==> config.mk <==
export PLATFORM = sky130hd
export DESIGN_NAME = wdt_top
export DESIGN_NICKNAME = d
export VERILOG_FILES = /design/src/hw/wdt_pkg.sv /design/src/hw/wdt_top.sv /design/src/hw/wdt_tick.sv /design/src/hw/wdt_keyseq.sv
export SDC_FILE = /design/constraint.sdc
export NUM_CORES = 1
export LEC_CHECK = 0
export ABC_CLOCK_PERIOD_IN_PS = 4500
export BUFFER_PORTS_ARGS = -buffer_cell sky130_fd_sc_hd__buf_2
export CAP_MARGIN = 10
export CORE_ASPECT_RATIO = 0.8
export CORE_MARGIN = 8
export CORE_UTILIZATION = 29
export DETAILED_ROUTE_END_ITERATION = 6
export HOLD_SLACK_MARGIN = 0.08
export PLACE_DENSITY = 0.45
export SETUP_SLACK_MARGIN = 0.15
export SYNTH_ARGS = -nofsm -noshare
export SYNTH_HDL_FRONTEND = slang
export SYNTH_SLANG_ARGS = --single-unit
==> constraint.sdc <==
create_clock -name sys_clk -period 4.5 [get_ports sys_clk]
set_input_delay 0.225 -clock sys_clk [delete_from_list [all_inputs] [get_ports sys_clk]]
set_output_delay 0.225 -clock sys_clk [all_outputs]
set_load 0.01 [all_outputs]
==> src/hw/wdt_pkg.sv <==
/*
 * Shared constants and types for the windowed watchdog timer.
 * Assumes a single 10 MHz system clock and a synchronous active-high reset.
 */
package wdt_pkg;

	// Service key values written to the reset-status address
	localparam logic [15:0] WDT_KEY_FIRST  = 16'h0055;
	localparam logic [15:0] WDT_KEY_SECOND = 16'h00aa;

	// Timeout select encodings
	localparam logic [1:0] WDT_TOSEL_OFF   = 2'h0;
	localparam logic [1:0] WDT_TOSEL_SHORT = 2'h1;
	localparam logic [1:0] WDT_TOSEL_MID   = 2'h2;
	localparam logic [1:0] WDT_TOSEL_LONG  = 2'h3;

	// Reset values of the configuration bits
	localparam logic [1:0] WDT_TOSEL_RST   = WDT_TOSEL_LONG;
	localparam logic       WDT_CLKSEL_RST  = 1'b0;
	localparam logic       WDT_WINEN_RST   = 1'b0;

	// Overflow exponents per source and timeout
	localparam int WDT_LPO_EXP_SHORT = 5;
	localparam int WDT_LPO_EXP_MID   = 8;
	localparam int WDT_LPO_EXP_LONG  = 10;
	localparam int WDT_BUS_EXP_SHORT = 13;
	localparam int WDT_BUS_EXP_MID   = 16;
	localparam int WDT_BUS_EXP_LONG  = 18;

	// Counter width covers the longest bus timeout
	localparam int WDT_CNT_W = 19;

	// Low-power tick period and its length in system clocks
	localparam int WDT_LPO_PERIOD_NS = 1000000;
	localparam int WDT_SYS_PERIOD_NS = 100;
	localparam int WDT_LPO_DIV       = WDT_LPO_PERIOD_NS / WDT_SYS_PERIOD_NS;

	// Watchdog configuration carried as one group
	typedef struct packed {
		logic [1:0] timeout_select;   // 0 disables
		logic       wd_clock_select;  // 0 = 1 kHz, 1 = bus
		logic       window_enable;    // Bus clock only
	} wdt_cfg_s;

	// Why the watchdog pulled reset
	typedef struct packed {
		logic overflow;   // Count ran out
		logic bad_key;    // Illegal value written
		logic early;      // Service before window opened
	} wdt_cause_s;

endpackage

==> src/hw/wdt_top.sv <==
/*
 * Windowed watchdog timer: counter, timeout select, window check and
 * reset request. Configuration arrives as plain ports from the system
 * option registers; writes to the reset-status address arrive as a strobe.
 * Assumes the system reset it requests loops back onto srst.
 */
module wdt_top
	import wdt_pkg::*;
#(
	parameter int LPO_DIV = WDT_LPO_DIV
) (
	// Clock and reset
	input  wire logic        sys_clk,
	input  wire logic        srst,
	// Configuration from the option registers
	input  wire wdt_cfg_s    cfg_in,
	input  wire logic        cfg_we,
	// Write to the reset-status address
	input  wire logic        srs_wr_en,
	input  wire logic [15:0] srs_wr_data,
	// Reset-status contents held elsewhere
	input  wire logic [7:0]  srs_status_in,
	output logic      [7:0]  reset_status_reg,
	// State visible to software
	output wdt_cfg_s         cfg_out,
	output logic             wd_enabled,
	output logic [WDT_CNT_W-1:0] count_out,
	output logic             window_open,
	// System reset request
	output logic             sys_reset_req,
	output wdt_cause_s       reset_cause
);

	wdt_cfg_s              cfg_q;        // Live configuration
	wdt_cfg_s              cfg_d;        // Next configuration
	logic [WDT_CNT_W-1:0]  cnt_q;        // Watchdog count
	logic [WDT_CNT_W-1:0]  cnt_d;        // Next count
	logic [WDT_CNT_W-1:0]  limit;        // Overflow count
	logic [WDT_CNT_W-1:0]  win_start;    // Window opening count
	logic                  lpo_tick;     // 1 kHz tick
	logic                  step;         // Count this cycle
	logic                  enabled;      // Watchdog active
	logic                  windowed;     // Window check active
	logic                  in_window;    // Count in last quarter
	logic                  overflow;     // Count reached limit
	logic                  key_first;    // First key written
	logic                  service_done; // Sequence completed
	logic                  bad_key;      // Illegal value written
	logic                  early;        // Service before window
	logic                  restart;      // Clear the count
	wdt_cause_s            cause_d;      // Reset cause this cycle
	wdt_cause_s            cause_q;      // Registered cause
	logic                  req_q;        // Registered reset request

	// Divider for the low-power tick
	wdt_tick #(
		.DIV (LPO_DIV)
	) u_tick (
		.sys_clk (sys_clk),
		.srst    (srst),
		.tick    (lpo_tick)
	);

	// Key sequence recogniser
	wdt_keyseq u_keys (
		.sys_clk      (sys_clk),
		.srst         (srst),
		.wr_en        (srs_wr_en),
		.wr_data      (srs_wr_data),
		.key_first    (key_first),
		.service_done (service_done),
		.bad_key      (bad_key)
	);

	// Zero timeout select disables regardless of source
	assign enabled = (cfg_q.timeout_select != WDT_TOSEL_OFF);

	// Source choice: 1 kHz tick or every bus clock
	assign step = cfg_q.wd_clock_select ? 1'b1 : lpo_tick;

	// Overflow limit from source and timeout
	always_comb begin
		limit = '0;
		unique case ({cfg_q.wd_clock_select, cfg_q.timeout_select})
			{1'b0, WDT_TOSEL_SHORT}: limit = WDT_CNT_W'(1 << WDT_LPO_EXP_SHORT);
			{1'b0, WDT_TOSEL_MID}:   limit = WDT_CNT_W'(1 << WDT_LPO_EXP_MID);
			{1'b0, WDT_TOSEL_LONG}:  limit = WDT_CNT_W'(1 << WDT_LPO_EXP_LONG);
			{1'b1, WDT_TOSEL_SHORT}: limit = WDT_CNT_W'(1 << WDT_BUS_EXP_SHORT);
			{1'b1, WDT_TOSEL_MID}:   limit = WDT_CNT_W'(1 << WDT_BUS_EXP_MID);
			{1'b1, WDT_TOSEL_LONG}:  limit = WDT_CNT_W'(1 << WDT_BUS_EXP_LONG);
			default:                 limit = '0;
		endcase
	end

	// Window opens at three quarters of the limit
	assign win_start = limit - (limit >> 2);
	assign in_window = (cnt_q >= win_start);

	// Window only applies on the bus clock
	assign windowed = cfg_q.window_enable && cfg_q.wd_clock_select;

	// Early service: first key write or completed pair before the window
	assign early = enabled && windowed && !in_window && (key_first || service_done);

	// Count reached the limit without service
	assign overflow = enabled && (cnt_q == limit - WDT_CNT_W'(1)) && step && !service_done;

	// Completed service restarts the timeout
	assign restart = service_done && !early;

	// Next count; cleared when disabled so re-enable starts fresh
	assign cnt_d = (!enabled || restart) ? '0 :
	               step ? cnt_q + WDT_CNT_W'(1) : cnt_q;

	// Configuration update; reset comes back enabled
	assign cfg_d = cfg_we ? cfg_in : cfg_q;

	// Reset causes; disabled watchdog never resets
	// Illegal keys only count while enabled, so a disabled
	// watchdog can never pull reset
	assign cause_d = '{overflow: overflow,
	                   bad_key:  bad_key && enabled,
	                   early:    early};

	// Configuration register
	always_ff @(posedge sys_clk) begin
		if (srst) begin
			cfg_q <= '{timeout_select:  WDT_TOSEL_RST,
			           wd_clock_select: WDT_CLKSEL_RST,
			           window_enable:   WDT_WINEN_RST};
		end else begin
			cfg_q <= cfg_d;
		end
	end

	// Watchdog counter
	always_ff @(posedge sys_clk) begin
		if (srst) begin
			cnt_q <= '0;
		end else begin
			cnt_q <= cnt_d;
		end
	end

	// Reset request, held until the system reset lands
	always_ff @(posedge sys_clk) begin
		if (srst) begin
			req_q   <= 1'b0;
			cause_q <= '0;
		end else if (|cause_d) begin
			req_q   <= 1'b1;
			cause_q <= cause_q | cause_d;
		end
	end

	// Readback passes through; writes never alter it
	assign reset_status_reg = srs_status_in;
	assign cfg_out          = cfg_q;
	assign wd_enabled       = enabled;
	assign count_out        = cnt_q;
	assign window_open      = windowed ? in_window : 1'b1;
	assign sys_reset_req    = req_q;
	assign reset_cause      = cause_q;

	// Assertions
	a_reset_defaults: assert property (@(posedge sys_clk)
		srst |=> (cfg_q.timeout_select == WDT_TOSEL_LONG && !cfg_q.wd_clock_select))
		else $error("watchdog not enabled at longest 1 kHz timeout after reset");
	a_disabled_quiet: assert property (@(posedge sys_clk) disable iff (srst)
		!enabled |=> !req_q || $past(req_q))
		else $error("disabled watchdog raised a reset");
	a_service_clears: assert property (@(posedge sys_clk) disable iff (srst)
		restart |=> cnt_q == '0)
		else $error("service did not restart the count");
	a_overflow_reset: assert property (@(posedge sys_clk) disable iff (srst)
		overflow |=> req_q && cause_q.overflow)
		else $error("overflow did not request reset");
	a_bad_key_reset: assert property (@(posedge sys_clk) disable iff (srst)
		(enabled && srs_wr_en && srs_wr_data != WDT_KEY_FIRST
		 && srs_wr_data != WDT_KEY_SECOND)
		|=> req_q && cause_q.bad_key)
		else $error("illegal key did not reset");
	a_lpo_short_lim: assert property (@(posedge sys_clk)
		(!cfg_q.wd_clock_select && cfg_q.timeout_select == WDT_TOSEL_SHORT)
		|-> limit == 19'h00020)
		else $error("1 kHz short limit wrong");
	a_bus_long_lim: assert property (@(posedge sys_clk)
		(cfg_q.wd_clock_select && cfg_q.timeout_select == WDT_TOSEL_LONG)
		|-> limit == 19'h40000 && win_start == 19'h30000)
		else $error("bus long limit or window wrong");
	a_early_reset: assert property (@(posedge sys_clk) disable iff (srst)
		(enabled && windowed && !in_window && srs_wr_en && srs_wr_data == WDT_KEY_FIRST)
		|=> req_q && cause_q.early)
		else $error("early service did not reset");
	a_lpo_no_window: assert property (@(posedge sys_clk) disable iff (srst)
		!cfg_q.wd_clock_select |-> !early)
		else $error("window applied on 1 kHz source");
	a_pair_needed: assert property (@(posedge sys_clk) disable iff (srst)
		(srs_wr_en && srs_wr_data == WDT_KEY_FIRST) |-> !service_done)
		else $error("first key alone completed service");

	c_service: cover property (@(posedge sys_clk) disable iff (srst) restart);
	c_overflow: cover property (@(posedge sys_clk) disable iff (srst) overflow);
	c_early: cover property (@(posedge sys_clk) disable iff (srst) early);
	c_bad_key: cover property (@(posedge sys_clk) disable iff (srst) bad_key);

endmodule

==> src/hw/wdt_tick.sv <==
/*
 * Divides the system clock down to the 1 kHz counting tick.
 * Assumes sys_clk at the package rate; the divider restarts on srst.
 */
module wdt_tick
	import wdt_pkg::*;
#(
	parameter int DIV = WDT_LPO_DIV
) (
	// Clock and reset
	input  wire logic sys_clk,
	input  wire logic srst,
	// Output tick, one cycle per period
	output logic      tick
);

	localparam int W = $clog2(DIV);

	logic [W-1:0] div_q;   // Divider count
	logic [W-1:0] div_d;   // Next divider count
	logic         wrap;    // Terminal count reached

	// Wrap at DIV-1 so the period is exactly DIV clocks
	assign wrap  = (div_q == W'(DIV - 1));
	assign div_d = wrap ? '0 : div_q + W'(1);
	assign tick  = wrap;

	// Divider register
	always_ff @(posedge sys_clk) begin
		if (srst) begin
			div_q <= '0;
		end else begin
			div_q <= div_d;
		end
	end

endmodule

==> src/hw/wdt_keyseq.sv <==
/*
 * Recognises the ordered two-key service sequence on reset-status writes.
 * Assumes one write strobe per access, synchronous to sys_clk.
 */
module wdt_keyseq
	import wdt_pkg::*;
(
	// Clock and reset
	input  wire logic        sys_clk,
	input  wire logic        srst,
	// Write to the reset-status address
	input  wire logic        wr_en,
	input  wire logic [15:0] wr_data,
	// Decoded results, combinational
	output logic            key_first,
	output logic            service_done,
	output logic            bad_key
);

	typedef enum logic [0:0] {
		KS_IDLE  = 1'b0,
		KS_ARMED = 1'b1
	} wdt_ks_e;

	wdt_ks_e state_q;   // Sequence state
	wdt_ks_e state_d;   // Next sequence state
	logic    is_first;  // First key seen
	logic    is_second; // Second key seen

	assign is_first     = (wr_data == WDT_KEY_FIRST);
	assign is_second    = (wr_data == WDT_KEY_SECOND);
	assign key_first    = wr_en && is_first;
	// Second key completes only after the first
	assign service_done = wr_en && is_second && (state_q == KS_ARMED);
	// Any other value is illegal
	assign bad_key      = wr_en && !is_first && !is_second;

	// Next state; repeated first key re-arms
	always_comb begin
		state_d = state_q;
		if (wr_en) begin
			unique case (state_q)
				KS_IDLE: begin
					state_d = is_first ? KS_ARMED : KS_IDLE;
				end
				KS_ARMED: begin
					state_d = is_first ? KS_ARMED : KS_IDLE;
				end
			endcase
		end
	end

	// State register
	always_ff @(posedge sys_clk) begin
		if (srst) begin
			state_q <= KS_IDLE;
		end else begin
			state_q <= state_d;
		end
	end

endmodule

==> metrics.md <==
| Metric | Value |
|---|---|
| Height of the die | `102.1 um` |
| Cell count of the worst reg-to-reg path | `15` |
| Number of nets with antenna violations after detailed routing | `0` |
| Vias after detailed routing | `2332` |
| Commonest non-fill, non-tap cell in the layout | `sky130_fd_sc_hd__buf_2` |
| CTS Buffer Depth | `2` |
| Vias per std cell | `4.879` |
| Cell chain of the critical path | `inv_1 -> nand3_1 -> ha_1 -> nor2b_1 -> o21ai_0 -> o31ai_1 -> a22oi_1 -> xor2_1 -> ha_1 -> a21o_1 -> a211oi_1 -> nand2_1 -> a21oi_1 -> nor2_1 -> buf_2` |
| Sequential share of the synthesized area | `31.28%` |
| Status | `finished, final reports clean` |
| Antenna violations before repair | `0` |
| Number of primary I/O pins | `69` |
| CP Launch Point | `cfg_out[1]` |
| Kind of end point of the critical path | `output pin` |
| Count of buffers added by post-CTS timing repair for setup | `0` |
| Final number of hold-violating endpoints | `0` |
| Relative slew slack | `42.68%` |
| CTS hold repair buffers | `0` |
| Total number of clock tree sinks | `42` |
| Pin count of the biggest net entering global routing | `21` |
| Number of cell rows | `31` |
| CTS buffer count | `5` |
| Class of the tightest hold or removal check | `in -> reg` |
| Primary FF master, synth | `sky130_fd_sc_hd__dfxtp_1` |
| Terminus of the critical flop-to-flop path | `count_out[0]` |
| Fraction of met3 tracks used by global routing | `3.037%` |
| Highest clock frequency the design can meet | `253.5 MHz` |
| Dominant delay contributor by cell family on the critical path | `compound AO/OA/AOI/OAI gates` |
| Synth async-reset ratio | `0%` |
| Global-route congestion overflow total | `0` |
| Placed wire-length estimate after detailed placement | `5.549 mm` |
| Sum of buffers and inverters on the critical path | `2` |
| Cell area after synthesis | `0.002688 sq mm` |
| Core occupancy in the finished layout | `34.82%` |
| P&R area growth vs syn | `17.09%` |
| Met1 Resource Use GR | `16.92%` |
| Number of stages on the worst setup path | `15` |
| Critical path startpoint category | `register` |
| Total number of H-tree levels | `2` |
| Pre-CTS WS | `0.6693 ns` |
| GR Layer Usage met2 | `16.51%` |
| Detailed Route Iter0 Violations | `125` |
| Fill count | `947` |
| Worst-path fanout max | `20` |
| Routed WL | `7.169 mm` |
| Unrepaired setup endpoints after global routing | `false` |
| Via count of the first global-routing pass | `2342` |
| Syn. warnings | `0` |
| Flop2flop setup slack | `0.72 ns` |
| Crit path capture | `window_open` |
| Final #Nets | `416` |
| Full die area | `0.01262 sq mm` |
| Data required time of the worst path | `4.28 ns` |
| Number of distinct standard cells referenced by the synthesized netlist | `48` |
| Clock latency on the worst-skew pair | `0.28 ns` |
| Static power due to leakage | `1.352 nW` |
| Critical-path cell with the highest stage delay | `sky130_fd_sc_hd__dfxtp_1` |
| Initial core utilization | `29.74%` |
| DR DRC count | `0` |
| Path type of the worst setup path | `reg -> out` |
| Top cells by area, synth | `sky130_fd_sc_hd__dfxtp_1, sky130_fd_sc_hd__ha_1, sky130_fd_sc_hd__xor2_1` |
| WL/cell | `15.00 um` |
| CP max stage delay | `0.69 ns` |
| Global route hottest layer | `met1` |
| First-pass GRT wire length | `11.86 mm` |
| ANT cells | `0` |
| Flip-flop and latch count after synthesis | `42` |
| Mapped Nets | `377` |
| Worst-path clk slew | `0.06 ns` |
| # Max-Cap Violations | `0` |
| PortBufs | `52` |
| Die span in x | `123.6 um` |
| Layout cells sized above 1 | `18.18%` |
| Power density of the placed cells | `287.2 mW/mm^2` |
| Global-route usage over all layers | `11.70%` |
| Crit path setup slack, layout | `0.5545 ns` |
| Drt pass-1 iters | `4` |
| Beginning of the worst register-to-register path | `cfg_out[1]` |
| Instance count of the mapped netlist | `323` |
| Most used cells in the layout excluding fill and tap cells | `sky130_fd_sc_hd__buf_2, sky130_fd_sc_hd__nor2_1, sky130_fd_sc_hd__dfxtp_1, sky130_fd_sc_hd__ha_1` |
| Signal arrival time at the worst endpoint | `3.72 ns` |
| Clock tree from TritonCTS | `done` |
| Final Wtd Congestion | `0.8071` |
| Final Slew Violations | `0` |
| Setup violation total in the final timing report | `0` |
| Setup Skew | `0.006556 ns` |
| Post-route fraction of the period consumed by the critical path | `87.68%` |
| Post-synth top area share | `31.28%` |
| Placeable Area | `0.009037 sq mm` |
| Most frequent CP cell | `sky130_fd_sc_hd__ha_1` |
| IR Drop Worst-Case VDD | `0.1477 mV` |
| Count of instances resized after the clock tree is built | `0` |
| Number of flops mapped to enable cells by yosys | `0` |
| Min cycle time layout | `3.945 ns` |
| Area leader, netlist | `sky130_fd_sc_hd__dfxtp_1` |
| Total negative setup slack | `0 ns` |
| Avg Cell Area, Syn | `8.321 sq um` |
| Least-Margin Pin Slew | `0.8577 ns` |
| Clk Tree Root Cell | `sky130_fd_sc_hd__clkbuf_16` |
==> worst min path at each step <==
stage	startpoint	to	depth (start not counted)
6_report	cfg_in[2]	cfg_out[2]	3
3_5_place_dp	u_tick.div_q[0]	u_tick.div_q[0]	1
5_1_grt	cfg_in[2]	cfg_out[2]	3
4_1_cts	cfg_in[2]	cfg_out[2]	3
2_1_floorplan	cfg_in[3]	cfg_out[3]	2
3_3_place_gp	u_tick.div_q[0]	u_tick.div_q[0]	1
==> state kept, by name, summed over array words and instances, names as in the netlist <==
name,cells
count_out,19
u_keys.state_q,1
reset_cause,3
sys_reset_req,1
cfg_out,4
u_tick.div_q,14
==> synthesized netlist by cell type (3+ instances only) <==
master and count:
sky130_fd_sc_hd__nand3_1 17, sky130_fd_sc_hd__a21oi_1 14, sky130_fd_sc_hd__nand3b_1 3, sky130_fd_sc_hd__a211oi_1 4, sky130_fd_sc_hd__inv_1 15, sky130_fd_sc_hd__nand4b_1 4, sky130_fd_sc_hd__nor4_1 3, sky130_fd_sc_hd__and4_1 5
sky130_fd_sc_hd__and2_1 3, sky130_fd_sc_hd__buf_4 8, sky130_fd_sc_hd__nand2b_1 4, sky130_fd_sc_hd__xnor2_1 13, sky130_fd_sc_hd__and3_1 6, sky130_fd_sc_hd__ha_1 22, sky130_fd_sc_hd__dfxtp_1 42, sky130_fd_sc_hd__nor2b_1 4
sky130_fd_sc_hd__or3_1 4, sky130_fd_sc_hd__nand2_1 21, sky130_fd_sc_hd__mux2i_1 4, sky130_fd_sc_hd__nand4_1 9, sky130_fd_sc_hd__nor2_1 46, sky130_fd_sc_hd__o21ai_0 11, sky130_fd_sc_hd__clkbuf_1 10, sky130_fd_sc_hd__xor2_1 21
==> metal layers <==
layer,up-vias,wire [um]
met5,-,0
met4,0,90
met1,1046,3833
met3,9,652
li1,1204,-
met2,73,2593
==> tightest hold or removal path, cell delays in order <==
cell and delay (ns):
sky130_fd_sc_hd__buf_2 0.08, sky130_fd_sc_hd__nand2_1 0.05, sky130_fd_sc_hd__o211ai_1 0.07
==> final cells by class <==
type / count / area (sq um) / share of cell area, %
multi-input combinational: 246 / 1678 / 53.32
timing repair buffer: 52 / 260.3 / 8.270
sequential: 42 / 842.1 / 26.76
inverter: 15 / 56.30 / 1.789
clock inverter: 2 / 37.54 / 1.193
clock buffer: 6 / 128.9 / 4.095
tap: 115 / 143.9 / 4.573
==> metrics by stage <==
| step | std cells | instance area (sq um) | hold WS, ns | power [W] |
|---|---|---|---|---|
| after floorplan | 323 | 2688 | 0.3535 | 0.0004766 |
| after CTS | 478 | 3146 | 0.1703 | 0.0009143 |
| final | 478 | 3147 | 0.1724 | 0.0009039 |
| after global placement | 470 | 2979 | 0.4307 | 0.0005019 |
| after global routing | 478 | 3147 | 0.1982 | 0.0009458 |
| after detailed placement | 470 | 2979 | 0.4365 | 0.0005029 |
==> power by group <==
group	leakage [nW]	switching [W]	internal, W
clock	0.0771	0.000148	0.000262
combinational	0.935	0.0000574	0.0000465
sequential	0.340	0.0000117	0.000379
total	1.35	0.000217	0.000687
==> logic make-up (layout without fill, tap and decap cells) <==
logic type	count (synthesis)	in the layout	share of synthesized area, %
simple gates	140	140	28.17
xor+xnor	34	34	11.08
compound gates	45	45	11.31
other cells	1	1	0.1395
mux	4	4	1.490
fa+ha+maj	22	22	10.24
flops	42	42	31.29
buf+inv	35	75	6.285
Note: power is estimated with default switching activity, not from simulation.
